### src/design/agpp_pkg.sv
package agpp_pkg;

  localparam int PORT_W = 8;
  localparam int ADDR_W = 18;
  localparam int DATA_W = 32;

  // register indices; the byte address is four times the index
  localparam logic [15:0] IDX_LOW_PCR = 16'hffac;
  localparam logic [15:0] IDX_HIGH_PCR = 16'hffad;
  localparam logic [15:0] IDX_LOW_DDR = 16'hffb0;
  localparam logic [15:0] IDX_HIGH_DDR = 16'hffb1;
  localparam logic [15:0] IDX_LOW_DR = 16'hffb2;
  localparam logic [15:0] IDX_HIGH_DR = 16'hffb3;

  localparam logic [ADDR_W-1:0] ADDR_LOW_PCR = {IDX_LOW_PCR, 2'b00};
  localparam logic [ADDR_W-1:0] ADDR_HIGH_PCR = {IDX_HIGH_PCR, 2'b00};
  localparam logic [ADDR_W-1:0] ADDR_LOW_DDR = {IDX_LOW_DDR, 2'b00};
  localparam logic [ADDR_W-1:0] ADDR_HIGH_DDR = {IDX_HIGH_DDR, 2'b00};
  localparam logic [ADDR_W-1:0] ADDR_LOW_DR = {IDX_LOW_DR, 2'b00};
  localparam logic [ADDR_W-1:0] ADDR_HIGH_DR = {IDX_HIGH_DR, 2'b00};

  localparam logic [PORT_W-1:0] DDR_RST = 8'h00;
  localparam logic [PORT_W-1:0] DDR_ALL_OUT = 8'hff;
  localparam logic [PORT_W-1:0] DDR_READ_VAL = 8'hff;
  localparam logic [PORT_W-1:0] DR_RST = 8'h00;
  localparam logic [PORT_W-1:0] PCR_RST = 8'h00;
  localparam logic [PORT_W-1:0] BITS_OFF = 8'h00;
  localparam logic [DATA_W-1:0] RDATA_RST = 32'h0000_0000;
  localparam logic [1:0] MODE_SYNC_RST = 2'h3;
  localparam logic HW_SYNC_RST = 1'b0;
  localparam logic HW_STBY_RST = 1'b1;

  typedef enum logic [1:0] {
    AGPP_MODE_1 = 2'b01,
    AGPP_MODE_2 = 2'b10,
    AGPP_MODE_3 = 2'b11
  } agpp_mode_e;

  localparam agpp_mode_e MODE_RST = AGPP_MODE_3;

endpackage : agpp_pkg

### src/design/agpp_port.sv
`timescale 1ns/1ps
module agpp_port (
  input wire logic clk,
  input wire logic rst_n,
  input agpp_pkg::agpp_mode_e mode,
  input wire logic hw_stby,
  input wire logic wr_ddr,
  input wire logic wr_dr,
  input wire logic wr_pcr,
  input wire logic [agpp_pkg::PORT_W-1:0] wdata,
  input wire logic [agpp_pkg::PORT_W-1:0] addr_bits,
  input wire logic [agpp_pkg::PORT_W-1:0] pin_in,
  output logic [agpp_pkg::PORT_W-1:0] ddr_q,
  output logic [agpp_pkg::PORT_W-1:0] dr_q,
  output logic [agpp_pkg::PORT_W-1:0] pcr_q,
  output logic [agpp_pkg::PORT_W-1:0] dr_view,
  output logic [agpp_pkg::PORT_W-1:0] pin_out,
  output logic [agpp_pkg::PORT_W-1:0] pin_oe,
  output logic [agpp_pkg::PORT_W-1:0] pullup_en
);
  import agpp_pkg::*;

  typedef struct packed {
    logic [PORT_W-1:0] ddr;
    logic [PORT_W-1:0] dr;
    logic [PORT_W-1:0] pcr;
    logic [PORT_W-1:0] sync1;
    logic [PORT_W-1:0] sync2;
    logic [PORT_W-1:0] sync3;
    logic [PORT_W-1:0] level;
    logic [PORT_W-1:0] out;
    logic [PORT_W-1:0] oe;
    logic [PORT_W-1:0] pu;
  } agpp_port_s;

  localparam agpp_port_s PORT_RST = '{DDR_RST, DR_RST, PCR_RST, BITS_OFF, BITS_OFF,
    BITS_OFF, BITS_OFF, BITS_OFF, BITS_OFF, BITS_OFF};

  agpp_port_s st_reg;
  agpp_port_s st_next;
  logic [PORT_W-1:0] ddr_eff;
  logic [PORT_W-1:0] settled;

  always_comb begin
    st_next = st_reg;
    ddr_eff = (mode == AGPP_MODE_1) ? DDR_ALL_OUT : st_reg.ddr;
    // a pin bit is taken only once the second and third stages agree
    settled = ~(st_reg.sync2 ^ st_reg.sync3);
    st_next.sync1 = pin_in;
    st_next.sync2 = st_reg.sync1;
    st_next.sync3 = st_reg.sync2;
    st_next.level = (st_reg.sync2 & settled) | (st_reg.level & ~settled);
    if (hw_stby) begin
      st_next.ddr = (mode == AGPP_MODE_1) ? DDR_ALL_OUT : DDR_RST;
      st_next.dr = DR_RST;
      st_next.pcr = PCR_RST;
    end else begin
      // nothing but reset and hardware standby clears state: sleep keeps it
      if (mode == AGPP_MODE_1) begin
        st_next.ddr = DDR_ALL_OUT;
      end else if (wr_ddr) begin
        st_next.ddr = wdata;
      end
      if (wr_dr) begin
        st_next.dr = wdata;
      end
      if (wr_pcr) begin
        st_next.pcr = wdata;
      end
    end
    unique case (mode)
      AGPP_MODE_1: begin
        st_next.out = addr_bits;
        st_next.oe = DDR_ALL_OUT;
        st_next.pu = BITS_OFF;
      end
      AGPP_MODE_2: begin
        st_next.out = addr_bits;
        st_next.oe = ddr_eff;
        st_next.pu = st_reg.pcr & ~ddr_eff;
      end
      AGPP_MODE_3: begin
        st_next.out = st_reg.dr;
        st_next.oe = ddr_eff;
        st_next.pu = st_reg.pcr & ~ddr_eff;
      end
    endcase
    if (hw_stby) begin
      st_next.oe = BITS_OFF;
      st_next.pu = BITS_OFF;
    end
  end

  always_ff @(posedge clk or negedge rst_n) begin
    if (!rst_n) begin
      st_reg <= PORT_RST;
    end else begin
      st_reg <= st_next;
    end
  end

  assign dr_view = (st_reg.dr & ddr_eff) | (st_reg.level & ~ddr_eff);
  assign ddr_q = st_reg.ddr;
  assign dr_q = st_reg.dr;
  assign pcr_q = st_reg.pcr;
  assign pin_out = st_reg.out;
  assign pin_oe = st_reg.oe;
  assign pullup_en = st_reg.pu;

endmodule : agpp_port

### src/design/agpp_top.sv
// Behaviour
// - mode 1: direction all ones, unwritable
// - mode 1: pins drive address low/high bytes
// - hardware standby floats address outputs
// - mode 2: direction one outputs address bit
// - mode 2 reset leaves all pins inputs
// - mode 3: direction one drives latch bit
// - modes 2 and 3: direction reads ones
// - reset, hardware standby clear direction (mode 1 ones)
// - software standby keeps direction and outputs
// - data read: latch if output, else pin
// - latch cleared by reset/standby, kept sleeping
// - pull-up on when control one, direction zero
// - mode 1: pull-ups always off
// - pull-up control cleared by reset, hardware standby
// - each pin has its own pull-up bit
`timescale 1ns/1ps
module agpp_top (
  input wire logic pclk,
  input wire logic presetn,
  input wire logic psel,
  input wire logic penable,
  input wire logic pwrite,
  input wire logic [agpp_pkg::ADDR_W-1:0] paddr,
  input wire logic [agpp_pkg::DATA_W-1:0] pwdata,
  input wire logic [3:0] pstrb,
  output logic [agpp_pkg::DATA_W-1:0] prdata,
  output logic pready,
  output logic pslverr,
  input wire logic [1:0] mode_pins,
  input wire logic hw_standby_n,
  input wire logic [15:0] ext_addr,
  input wire logic [agpp_pkg::PORT_W-1:0] low_pin_in,
  output logic [agpp_pkg::PORT_W-1:0] low_pin_out,
  output logic [agpp_pkg::PORT_W-1:0] low_pin_oe,
  output logic [agpp_pkg::PORT_W-1:0] low_pullup_en,
  input wire logic [agpp_pkg::PORT_W-1:0] high_pin_in,
  output logic [agpp_pkg::PORT_W-1:0] high_pin_out,
  output logic [agpp_pkg::PORT_W-1:0] high_pin_oe,
  output logic [agpp_pkg::PORT_W-1:0] high_pullup_en
);
  import agpp_pkg::*;

  typedef struct packed {
    logic [1:0] mode_s1;
    logic [1:0] mode_s2;
    logic [1:0] mode_s3;
    agpp_mode_e mode;
    logic hw_s1;
    logic hw_s2;
    logic hw_s3;
    logic hw;
    logic [DATA_W-1:0] prdata;
    logic pready;
    logic pslverr;
  } agpp_top_s;

  localparam agpp_top_s TOP_RST = '{MODE_SYNC_RST, MODE_SYNC_RST, MODE_SYNC_RST, MODE_RST,
    HW_SYNC_RST, HW_SYNC_RST, HW_SYNC_RST, HW_STBY_RST, RDATA_RST, 1'b0, 1'b0};

  agpp_top_s st_reg;
  agpp_top_s st_next;

  logic hit_lpcr;
  logic hit_hpcr;
  logic hit_lddr;
  logic hit_hddr;
  logic hit_ldr;
  logic hit_hdr;
  logic mapped;
  logic wr_fire;
  logic [PORT_W-1:0] rd_byte;
  logic [PORT_W-1:0] low_ddr;
  logic [PORT_W-1:0] low_dr;
  logic [PORT_W-1:0] low_pcr;
  logic [PORT_W-1:0] low_view;
  logic [PORT_W-1:0] high_ddr;
  logic [PORT_W-1:0] high_dr;
  logic [PORT_W-1:0] high_pcr;
  logic [PORT_W-1:0] high_view;

  always_comb begin
    hit_lpcr = (paddr == ADDR_LOW_PCR);
    hit_hpcr = (paddr == ADDR_HIGH_PCR);
    hit_lddr = (paddr == ADDR_LOW_DDR);
    hit_hddr = (paddr == ADDR_HIGH_DDR);
    hit_ldr = (paddr == ADDR_LOW_DR);
    hit_hdr = (paddr == ADDR_HIGH_DR);
    mapped = hit_lpcr | hit_hpcr | hit_lddr | hit_hddr | hit_ldr | hit_hdr;
    // a write lands only on the completing edge; lane 0 carries the byte
    wr_fire = psel & penable & st_reg.pready & pwrite & ~st_reg.pslverr & pstrb[0];
    rd_byte = BITS_OFF;
    if (hit_lpcr) begin
      rd_byte = low_pcr;
    end else if (hit_hpcr) begin
      rd_byte = high_pcr;
    end else if (hit_lddr | hit_hddr) begin
      rd_byte = DDR_READ_VAL;
    end else if (hit_ldr) begin
      rd_byte = low_view;
    end else if (hit_hdr) begin
      rd_byte = high_view;
    end
  end

  always_comb begin
    st_next = st_reg;
    st_next.mode_s1 = mode_pins;
    st_next.mode_s2 = st_reg.mode_s1;
    st_next.mode_s3 = st_reg.mode_s2;
    // mode straps are only taken once two late stages agree, so a glitch cannot flip the map
    if (st_reg.mode_s2 == st_reg.mode_s3) begin
      unique case (st_reg.mode_s2)
        2'b01: st_next.mode = AGPP_MODE_1;
        2'b10: st_next.mode = AGPP_MODE_2;
        default: st_next.mode = AGPP_MODE_3;
      endcase
    end
    st_next.hw_s1 = hw_standby_n;
    st_next.hw_s2 = st_reg.hw_s1;
    st_next.hw_s3 = st_reg.hw_s2;
    if (st_reg.hw_s2 == st_reg.hw_s3) begin
      st_next.hw = ~st_reg.hw_s2;
    end
    // one wait state buys a registered read path
    if (psel && penable && !st_reg.pready) begin
      st_next.pready = 1'b1;
      st_next.pslverr = ~mapped;
      st_next.prdata = (pwrite || !mapped) ? RDATA_RST : {24'h00_0000, rd_byte};
    end else begin
      st_next.pready = 1'b0;
      st_next.pslverr = 1'b0;
    end
  end

  always_ff @(posedge pclk or negedge presetn) begin
    if (!presetn) begin
      st_reg <= TOP_RST;
    end else begin
      st_reg <= st_next;
    end
  end

  assign prdata = st_reg.prdata;
  assign pready = st_reg.pready;
  assign pslverr = st_reg.pslverr;

  agpp_port u_low (
    .clk(pclk),
    .rst_n(presetn),
    .mode(st_reg.mode),
    .hw_stby(st_reg.hw),
    .wr_ddr(wr_fire & hit_lddr),
    .wr_dr(wr_fire & hit_ldr),
    .wr_pcr(wr_fire & hit_lpcr),
    .wdata(pwdata[PORT_W-1:0]),
    .addr_bits(ext_addr[7:0]),
    .pin_in(low_pin_in),
    .ddr_q(low_ddr),
    .dr_q(low_dr),
    .pcr_q(low_pcr),
    .dr_view(low_view),
    .pin_out(low_pin_out),
    .pin_oe(low_pin_oe),
    .pullup_en(low_pullup_en)
  );

  agpp_port u_high (
    .clk(pclk),
    .rst_n(presetn),
    .mode(st_reg.mode),
    .hw_stby(st_reg.hw),
    .wr_ddr(wr_fire & hit_hddr),
    .wr_dr(wr_fire & hit_hdr),
    .wr_pcr(wr_fire & hit_hpcr),
    .wdata(pwdata[PORT_W-1:0]),
    .addr_bits(ext_addr[15:8]),
    .pin_in(high_pin_in),
    .ddr_q(high_ddr),
    .dr_q(high_dr),
    .pcr_q(high_pcr),
    .dr_view(high_view),
    .pin_out(high_pin_out),
    .pin_oe(high_pin_oe),
    .pullup_en(high_pullup_en)
  );

  logic awake;
  logic is_m1;
  logic is_m2;
  logic is_m3;
  assign awake = ~st_reg.hw;
  assign is_m1 = (st_reg.mode == AGPP_MODE_1);
  assign is_m2 = (st_reg.mode == AGPP_MODE_2);
  assign is_m3 = (st_reg.mode == AGPP_MODE_3);
endmodule : agpp_top

### config.mk
export PLATFORM = sky130hd
export DESIGN_NAME = agpp_top
export DESIGN_NICKNAME = d
export VERILOG_FILES = /design/src/design/agpp_pkg.sv /design/src/design/agpp_port.sv /design/src/design/agpp_top.sv
export SDC_FILE = /design/constraint.sdc
export NUM_CORES = 1
export LEC_CHECK = 0
export ABC_AREA = 1
export BUFFER_PORTS_ARGS = -buffer_cell sky130_fd_sc_hd__clkbuf_2
export CAP_MARGIN = 15
export CELL_PAD_IN_SITES_DETAIL_PLACEMENT = 2
export CELL_PAD_IN_SITES_GLOBAL_PLACEMENT = 2
export CORE_ASPECT_RATIO = 0.75
export CORE_MARGIN = 4
export CORE_UTILIZATION = 33
export CTS_CLUSTER_DIAMETER = 40
export DETAILED_ROUTE_END_ITERATION = 8
export HOLD_SLACK_MARGIN = 0.02
export PLACE_DENSITY_LB_ADDON = 0.1
export SETUP_SLACK_MARGIN = 0.3
export SYNTH_ARGS = -nofsm -noshare
export SYNTH_HDL_FRONTEND = slang
export SYNTH_SLANG_ARGS = --single-unit
### constraint.sdc
create_clock -name pclk -period 1.9 [get_ports pclk]
set_input_delay 0.19 -clock pclk [delete_from_list [all_inputs] [get_ports pclk]]
set_output_delay 0.19 -clock pclk [all_outputs]
set_load 0.05 [all_outputs]
==> results by stage, run 1 <==
Route:
- The routed layout has 5852 vias.
- Dividing the detail-routed wire length by the instance count gives 19.15 um.
- The final routed DRC violation total is 0.
- In this run the remaining antenna-violating nets after routing total 0.
- The first TritonRoute pass finished after 4 iterations.
- The first-iteration detailed-routing DRC count is 214.
- The routed design has 23900 um of wire.
- The number of vias per cell is 4.689.

GRT:
- In the global route stage, overall resource usage came out at 18.36%.
- The number of global-route vias before repair was 6619.
- Global routing finished with a remaining overflow of 0.
- The initial antenna violation count was 0.
- The maximum number of pins on one net before global-route repair is 51.
- The first-pass GRT wire length is 36810 um.

Placement:
- During placement, the flow inserted port buffers numbering 124.
- The weighted congestion reported at the end of routability-driven placement is 0.7877.
- The HPWL after detailed placement is 16220 um.
- Before CTS, the worst setup slack after placement is 0.07389 ns.

Critical path:
- The critical path capture point type is a flop.
- The critical path required time is 2.23 ns.
- The data arrival time at the worst-slack endpoint is 2.01 ns.
- Of all nets on the critical path, the largest fanout is 5.
- The type of element launching the critical path is a flop.
- The category of the critical setup timing path is flop to flop.

Power and ir drop:
- The analysis attributes to cell leakage a power of 5.072 nW.
- The share of total power dissipated in the clock network is 36.5%.
- The ratio of total power to cell area is 1083 nW/um^2.
- Net switching is 34.05% of the power.
- The internal power is 6.854 mW.
- The sequential cell fraction of total power is 43.3%.
- The worst supply voltage drop on vdd is 666.1 uV.
- Combinational cells account for 20.3% of the total power.
- The net load switching power is 3.539 mW.

Floorplanning:
- In this run the standard cell core region covers 22940 um^2.
- The floorplan has 48 rows.
- In this run the count of I/O pins placed on the die edge is 176.
- The initial utilization of the core area, before any placement, comes to 33.44%.
- The die covers 25770 um^2.
- Measured along the x axis, the die boundary spans 184.1 um.
- The height of the die is 140.0 um.

STA:
- In the final timing run, aggregate negative setup slack is 0 ns.
- The slew at the pin closest to its max-slew limit is 0.5368 ns.
- The shortest period the worst path allows is 1.680 ns.
- Across the routed clock network, the largest skew measured is 0.009522 ns.
- Derived from the worst setup path, the maximum achievable clock frequency is 595.1 MHz.
- The number of endpoints with negative hold slack in the final report is 0.
- The count of final setup violators is 0.
- The post-route clock period utilization is 88.44%.
- The post-layout worst setup margin is 0.2197 ns.
- The number of slew-limit violations in the final report is 0.
- Setup repair after global routing could not meet its margin everywhere.
- Measured against its own limit, the worst slew margin works out to 64.21%.

Layout:
- Leaving out fill and tap cells, the most frequent cell in the layout is sky130_fd_sc_hd__nand2_1.
- The post-route netlist has 27.22% of its cells at a drive strength greater than 1.
- 0 antenna diodes ended up in the layout.
- The utilization after layout is 41.83%.
- For this run, the post-layout net count is 1029.
- The filler cells instantiated in the layout total 2473.
- The synthesis-to-layout area growth is 25.10%.
- The flip-flop and latch area is 4572 um^2.
- The library cells used most frequently in the layout, excluding fill and tap cells, are 211 x sky130_fd_sc_hd__nand2_1, 171 x sky130_fd_sc_hd__dfrtp_1, 123 x sky130_fd_sc_hd__clkbuf_2.
- The total area of multi-input combinational cells is 2365 um^2.

Logic synthesis:
- During synthesis, Yosys emitted a total of 0 warnings.
- After synthesis, the netlist uses 34 different library cells.
- The fraction of registers with async set/reset is 100.0%.
- Counting flops with a built-in enable in the synthesized netlist gives 0.
- The number of standard cells after synthesis is 810.
- In this run the cell area of the synthesized design comes to 7671 um^2.
- The most instantiated flip-flop cell in the synthesis netlist is sky130_fd_sc_hd__dfrtp_1.
- After synthesis the netlist holds a flip-flop and latch count of 182.
- Averaged over all synthesized cells, the footprint is 9.471 um^2.
- The share of synthesized area occupied by flip-flops and latches is 59.52%.

Clock network:
- CTS placed an instance of sky130_fd_sc_hd__clkbuf_16 at the clock tree root.
- In this run the number of H-tree levels came out at 4.
- The clock net sink count is 182.
- The CTS tree is done.
- The longest clock path from root to sink contains 2 buffers.
- TritonCTS created 17 clock buffers.
- The clock-pin transition on the worst setup and hold timing paths is 0.08 ns.
- Clock latency on the worst-skew pair, taken at its later pin, is 0.43 ns.

Hold path:
- In this run the worst hold path is classified as input pin to flop.

Outcome:
- The run finished with clean final reports.

Job:
- The count of maximum capacitance violations is 0.
cell usage after synthesis (8+ instances only):
| cell | number | area, um^2 |
|---|---|---|
| sky130_fd_sc_hd__o21ai_1 | 30 | 150.1 |
| sky130_fd_sc_hd__nor4_1 | 16 | 100.1 |
| sky130_fd_sc_hd__dfstp_2 | 9 | 236.5 |
| sky130_fd_sc_hd__buf_4 | 81 | 608.1 |
| sky130_fd_sc_hd__nand2_1 | 233 | 874.6 |
| sky130_fd_sc_hd__a21oi_1 | 16 | 80.08 |
| sky130_fd_sc_hd__maj3_1 | 16 | 160.2 |
| sky130_fd_sc_hd__o21ai_0 | 35 | 175.2 |
| sky130_fd_sc_hd__inv_1 | 79 | 296.5 |
| sky130_fd_sc_hd__dfrtp_1 | 173 | 4329 |
| sky130_fd_sc_hd__nor2_1 | 25 | 93.84 |
| sky130_fd_sc_hd__clkbuf_1 | 12 | 45.04 |
| sky130_fd_sc_hd__buf_2 | 8 | 40.04 |
| sky130_fd_sc_hd__nand3_1 | 40 | 200.2 |
critical path, cell delays in order, from the launching register on:
cell	delay [ns]
sky130_fd_sc_hd__dfstp_2	0.56
sky130_fd_sc_hd__inv_4	0.05
sky130_fd_sc_hd__nand2_8	0.11
sky130_fd_sc_hd__clkbuf_16	0.18
sky130_fd_sc_hd__nand2_2	0.05
sky130_fd_sc_hd__nand2_2	0.05
sky130_fd_sc_hd__nand2_1	0.05
sky130_fd_sc_hd__nand3_1	0.08
sky130_fd_sc_hd__nand2_1	0.06
sky130_fd_sc_hd__inv_1	0.07
sky130_fd_sc_hd__nand2_1	0.05
sky130_fd_sc_hd__nand2_1	0.09
sky130_fd_sc_hd__nand2_1	0.06
sky130_fd_sc_hd__nand2_1	0.06
sky130_fd_sc_hd__nand2_1	0.04
per-stage QoR:
stage | hold WS [ns] | instance area, um^2 | std cells | power, mW
floorplan | -0.1056 | 7765 | 833 | 5.923
global placement | 0.1389 | 8199 | 1167 | 6.299
detailed placement | 0.1530 | 8199 | 1167 | 6.397
CTS | 0.1256 | 9359 | 1241 | 10.42
global route | 0.09754 | 9597 | 1248 | 10.89
finish | 0.1043 | 9597 | 1248 | 10.39
cell type report:
| cell class | instances | share of cell area (%) |
|---|---|---|
| Clock inverter | 15 | 2.190 |
| Timing Repair inverter | 1 | 0.05215 |
| Sequential cell | 182 | 47.64 |
| Tap cell | 300 | 3.911 |
| Timing Repair Buffer | 183 | 13.64 |
| Multi-Input combinational cell | 464 | 24.64 |
| Inverter | 86 | 3.494 |
| Clock buffer | 17 | 4.433 |
metal layers:
layer	global-route usage [%]	share of wire, %	vias to the layer above
met5	0	0	-
met4	4.006	0.63	0
li1	-	-	2707
met1	24.40	45	3022
met3	3.297	4.0	12
met2	31.53	51	111
power by group through the flow:
stage               sequential [mW]  clock, mW  combinational [mW]
floorplan                      4.45          0                1.47
global route                   4.54       4.06                2.29
global placement               4.54          0                1.76
CTS                            4.50       3.90                2.03
finish                         4.50       3.79                2.11
detailed placement             4.56          0                1.83
final timing paths:
| kind | from | endpoint | slack (ns) | depth (start not counted) |
|---|---|---|---|---|
| max | st_reg[39] | prdata[4] | 0.22 | 14 |
| min | pwdata[6] | u_low.dr_q[6] | 0.10 | 3 |
| max reg2reg | st_reg[39] | prdata[4] | 0.22 | 14 |
| max in group asynchronous | presetn | st_next[41] | 0.94 | 3 |
| min in group asynchronous | presetn | u_high.pin_oe[5] | 0.25 | 2 |
| min reg2reg | u_high.st_next[45] | u_high.st_next[37] | 0.35 | 0 |
what timing repair did:
item,CTS,global route
hold buffers,36,0
gates resized for setup,12,61
pin swaps,3,31
cloned,3,3
endpoints found under the hold margin,70,0
endpoints found under the setup margin,72,57
setup buffers,3,4
kinds of logic after synthesis:
family                     count (synthesis)  share of synthesized area, %
adders and majority gates                 16                         2.088
DFF                                      182                         59.52
other                                      1                       0.04888
and+or+nand+nor                          335                         18.56
buffers and inverters                    189                         13.59
AOI/OAI and AO/OA                         87                         6.198
Power figures use the tool's default switching activity.
==> run 2: changes to the inputs <==
CORE_MARGIN = 2   (was 4)
CORE_UTILIZATION = 23   (was 33)
==> results by stage, run 2 (synthesis gave the netlist of run 1 again) <==
STA:
- The max-slew headroom at the worst pin is 58.09%.
- Of the available clock period, the critical path in the final layout requires 89.32%.
- Clock skew on the completed layout was measured at 0.01003 ns.
- Setup repair after global routing could not meet its margin everywhere.
- The count of final setup violators is 0.
- The slew at the pin closest to its max-slew limit is 0.6263 ns.
- The routed design could run at a clock period as short as 1.697 ns.
- In the final timing run, aggregate negative setup slack is 0 ns.
- Across all hold checks on the routed design, the worst slack comes to 0.08379 ns.
- The number of slew-limit violations in the final report is 0.
- The highest attainable clock frequency is 589.2 MHz.
- The number of endpoints with negative hold slack in the final report is 0.

Floorplanning:
- Measured along the y axis, the die boundary spans 162.2 um.
- The effective utilization at floorplan is 23.54%.
- From left edge to right edge, the die measures 214.9 um.
- The number of placed I/O pins is 176.
- The placement row count is 57.
- The die covers 34840 um^2.
- The placeable core region is 32590 um^2.

Layout:
- The net count of the finished layout is 1045.
- In the layout the commonest cells are 212 x sky130_fd_sc_hd__nand2_1, 171 x sky130_fd_sc_hd__dfrtp_1, 123 x sky130_fd_sc_hd__clkbuf_2.
- The number of filler cells placed in the layout is 3651.
- The fraction of layout instances using a drive strength above 1 is 27.39%.
- The number of antenna repair diodes is 0.
- Measured on the finished design, the core utilization comes to 30.39%.
- Leaving out fill and tap cells, the most frequent cell in the layout is sky130_fd_sc_hd__nand2_1.
- The synthesis-to-layout area growth is 29.11%.

Critical path:
- The type of element launching the critical path is a flop.
- The largest single stage delay on the critical path is 0.56 ns.
- For the worst setup path, the data arrival time is 2.03 ns.
- The biggest fanout along the worst timing path is 8.
- The critical path goes through inv_4 > buf_4 > buf_12 > a21oi_4 > buf_12 > buf_12 > nand2_8 > nand2_1 > o21ai_0.
- The slowest stage of the critical path is the sky130_fd_sc_hd__dfstp_2 cell.
- At the worst endpoint, the required time is 2.23 ns.
- STA classifies the critical path endpoint as a flop.
- The cell that appears most often on the critical path is sky130_fd_sc_hd__buf_12.
- The category of the critical setup timing path is flop to flop.

Route:
- Once detail routing completed, the nets flagged for antenna violations numbered 0.
- In this run, the number of DRC markers left after iteration 0 of detailed routing was 244.
- The first detailed-routing pass took 4 iterations.
- The final routed DRC violation total is 0.
- The wire length per cell is 17.70 um.
- Wires add up to 24890 um.
- The via count of the routed design is 5846.
- The number of vias per cell is 4.158.

Power and ir drop:
- For this design the static power due to leakage is 5.147 nW.
- The net load switching power is 3.559 mW.
- The ratio of total power to cell area is 1051 nW/um^2.
- Per report_power, the clock group accounts for 35.5% of the total.
- Of the total power, combinational logic draws 21.4%.
- The share of total power dissipated in sequential elements is 43.0%.
- The internal power of the cells totals 6.853 mW.
- The worst-case IR drop observed on VDD is 475.9 uV.
- Of the total power, the share spent switching nets is 34.18%.
- The post-route total power is 10.41 mW.

Clock network:
- The clock reaches the later pin of the worst-skew pair after 0.45 ns.
- The maximum clock insertion buffer count is 2.
- The clock drives 182 sinks.
- The clock-pin transition on the worst setup and hold timing paths is 0.08 ns.
- TritonCTS built the clock tree.
- Counting the buffers created by CTS gives 17.
- The clock root buffer master is sky130_fd_sc_hd__clkbuf_16.
- The maximum level of the CTS H-tree is 4.

GRT:
- The number of global-route vias before repair is 6600.
- Entering global routing, the biggest net connects 61 pins.
- The remaining global-route overflow is 0.
- The initial antenna violation count is 0.
- Global routing used 14.71% of the available tracks across all layers.
- The first global-routing pass estimated 38420 um of wire.

Placement:
- Buffers placed on the I/O ports in this run total 124.
- The weighted congestion reported at the end of routability-driven placement is 0.7470.
- The final HPWL from detailed placement is 17770 um.

Outcome:
- The run finished with clean final reports.

Job:
- Max-cap violations in this run came to 0.

Hold path:
- The type of the most critical hold path is input pin to flop.
## run 2: critical path: cells and delay by family (launching register included)
family	cells	cell delay [ns]
flip-flops	1	0.56
AND/OR/NAND/NOR	2	0.17
AO/OA/AOI/OAI	2	0.28
buffers and inverters	5	0.56
## run 2: timing repair
action	in CTS	in global routing
pin swaps	3	32
setup endpoints to repair	48	70
hold buffers	36	0
setup buffers	5	10
resized for setup	10	63
gates cloned	2	4
hold endpoints to repair	82	0
## run 2: stage by stage
| step | cell area, um^2 | worst slack, ns | instances |
|---|---|---|---|
| after floorplan | 7765 | 0.3255 | 833 |
| after global placement | 8464 | 0.1051 | 1317 |
| after detailed placement | 8464 | -0.007207 | 1317 |
| after CTS | 9595 | 0.1934 | 1392 |
| after global routing | 9905 | 0.09529 | 1406 |
| final | 9905 | 0.2029 | 1406 |
## run 2: final cells by class
| class | count | area (um^2) | area share, % |
|---|---|---|---|
| clock buffer | 18 | 439.2 | 4.434 |
| clock inverter | 14 | 180.2 | 1.819 |
| inverter | 86 | 340.3 | 3.436 |
| multi-input combinational | 465 | 2338 | 23.61 |
| sequential | 182 | 4568 | 46.12 |
| tap | 442 | 553.0 | 5.584 |
| timing repair buffer | 198 | 1478 | 14.92 |
| timing repair inverter | 1 | 7.507 | 0.07580 |
## run 2: worst paths after layout
check,from,to,slack (ns),cells after the start
max in group asynchronous,presetn,st_reg[40],0.90,3
max,st_reg[39],u_high.ddr_q[5],0.20,9
min,pwdata[2],u_low.dr_q[2],0.08,3
min in group asynchronous,presetn,u_low.pullup_en[6],0.31,2
min reg2reg,u_high.st_next[43],u_high.st_next[35],0.35,0
max reg2reg,st_reg[39],u_high.ddr_q[5],0.20,9
## run 2: metal layers
metal / routed length (um) / part of all wire [%] / GRT usage [%]
met5: 0 / 0 / 0
met4: 389 / 1.6 / 5.271
met3: 835 / 3.4 / 3.071
met2: 11860 / 48 / 24.12
met1: 11810 / 47 / 19.29
## run 2: power by group through the flow
stage          Sequential, mW  Combinational, mW  Clock [mW]
5_1_grt                  4.53               2.44        4.03
3_3_place_gp             4.54               1.86           0
4_1_cts                  4.49               2.06        3.87
3_5_place_dp             4.56               1.90           0
6_report                 4.48               2.23        3.70
2_1_floorplan            4.45               1.47           0
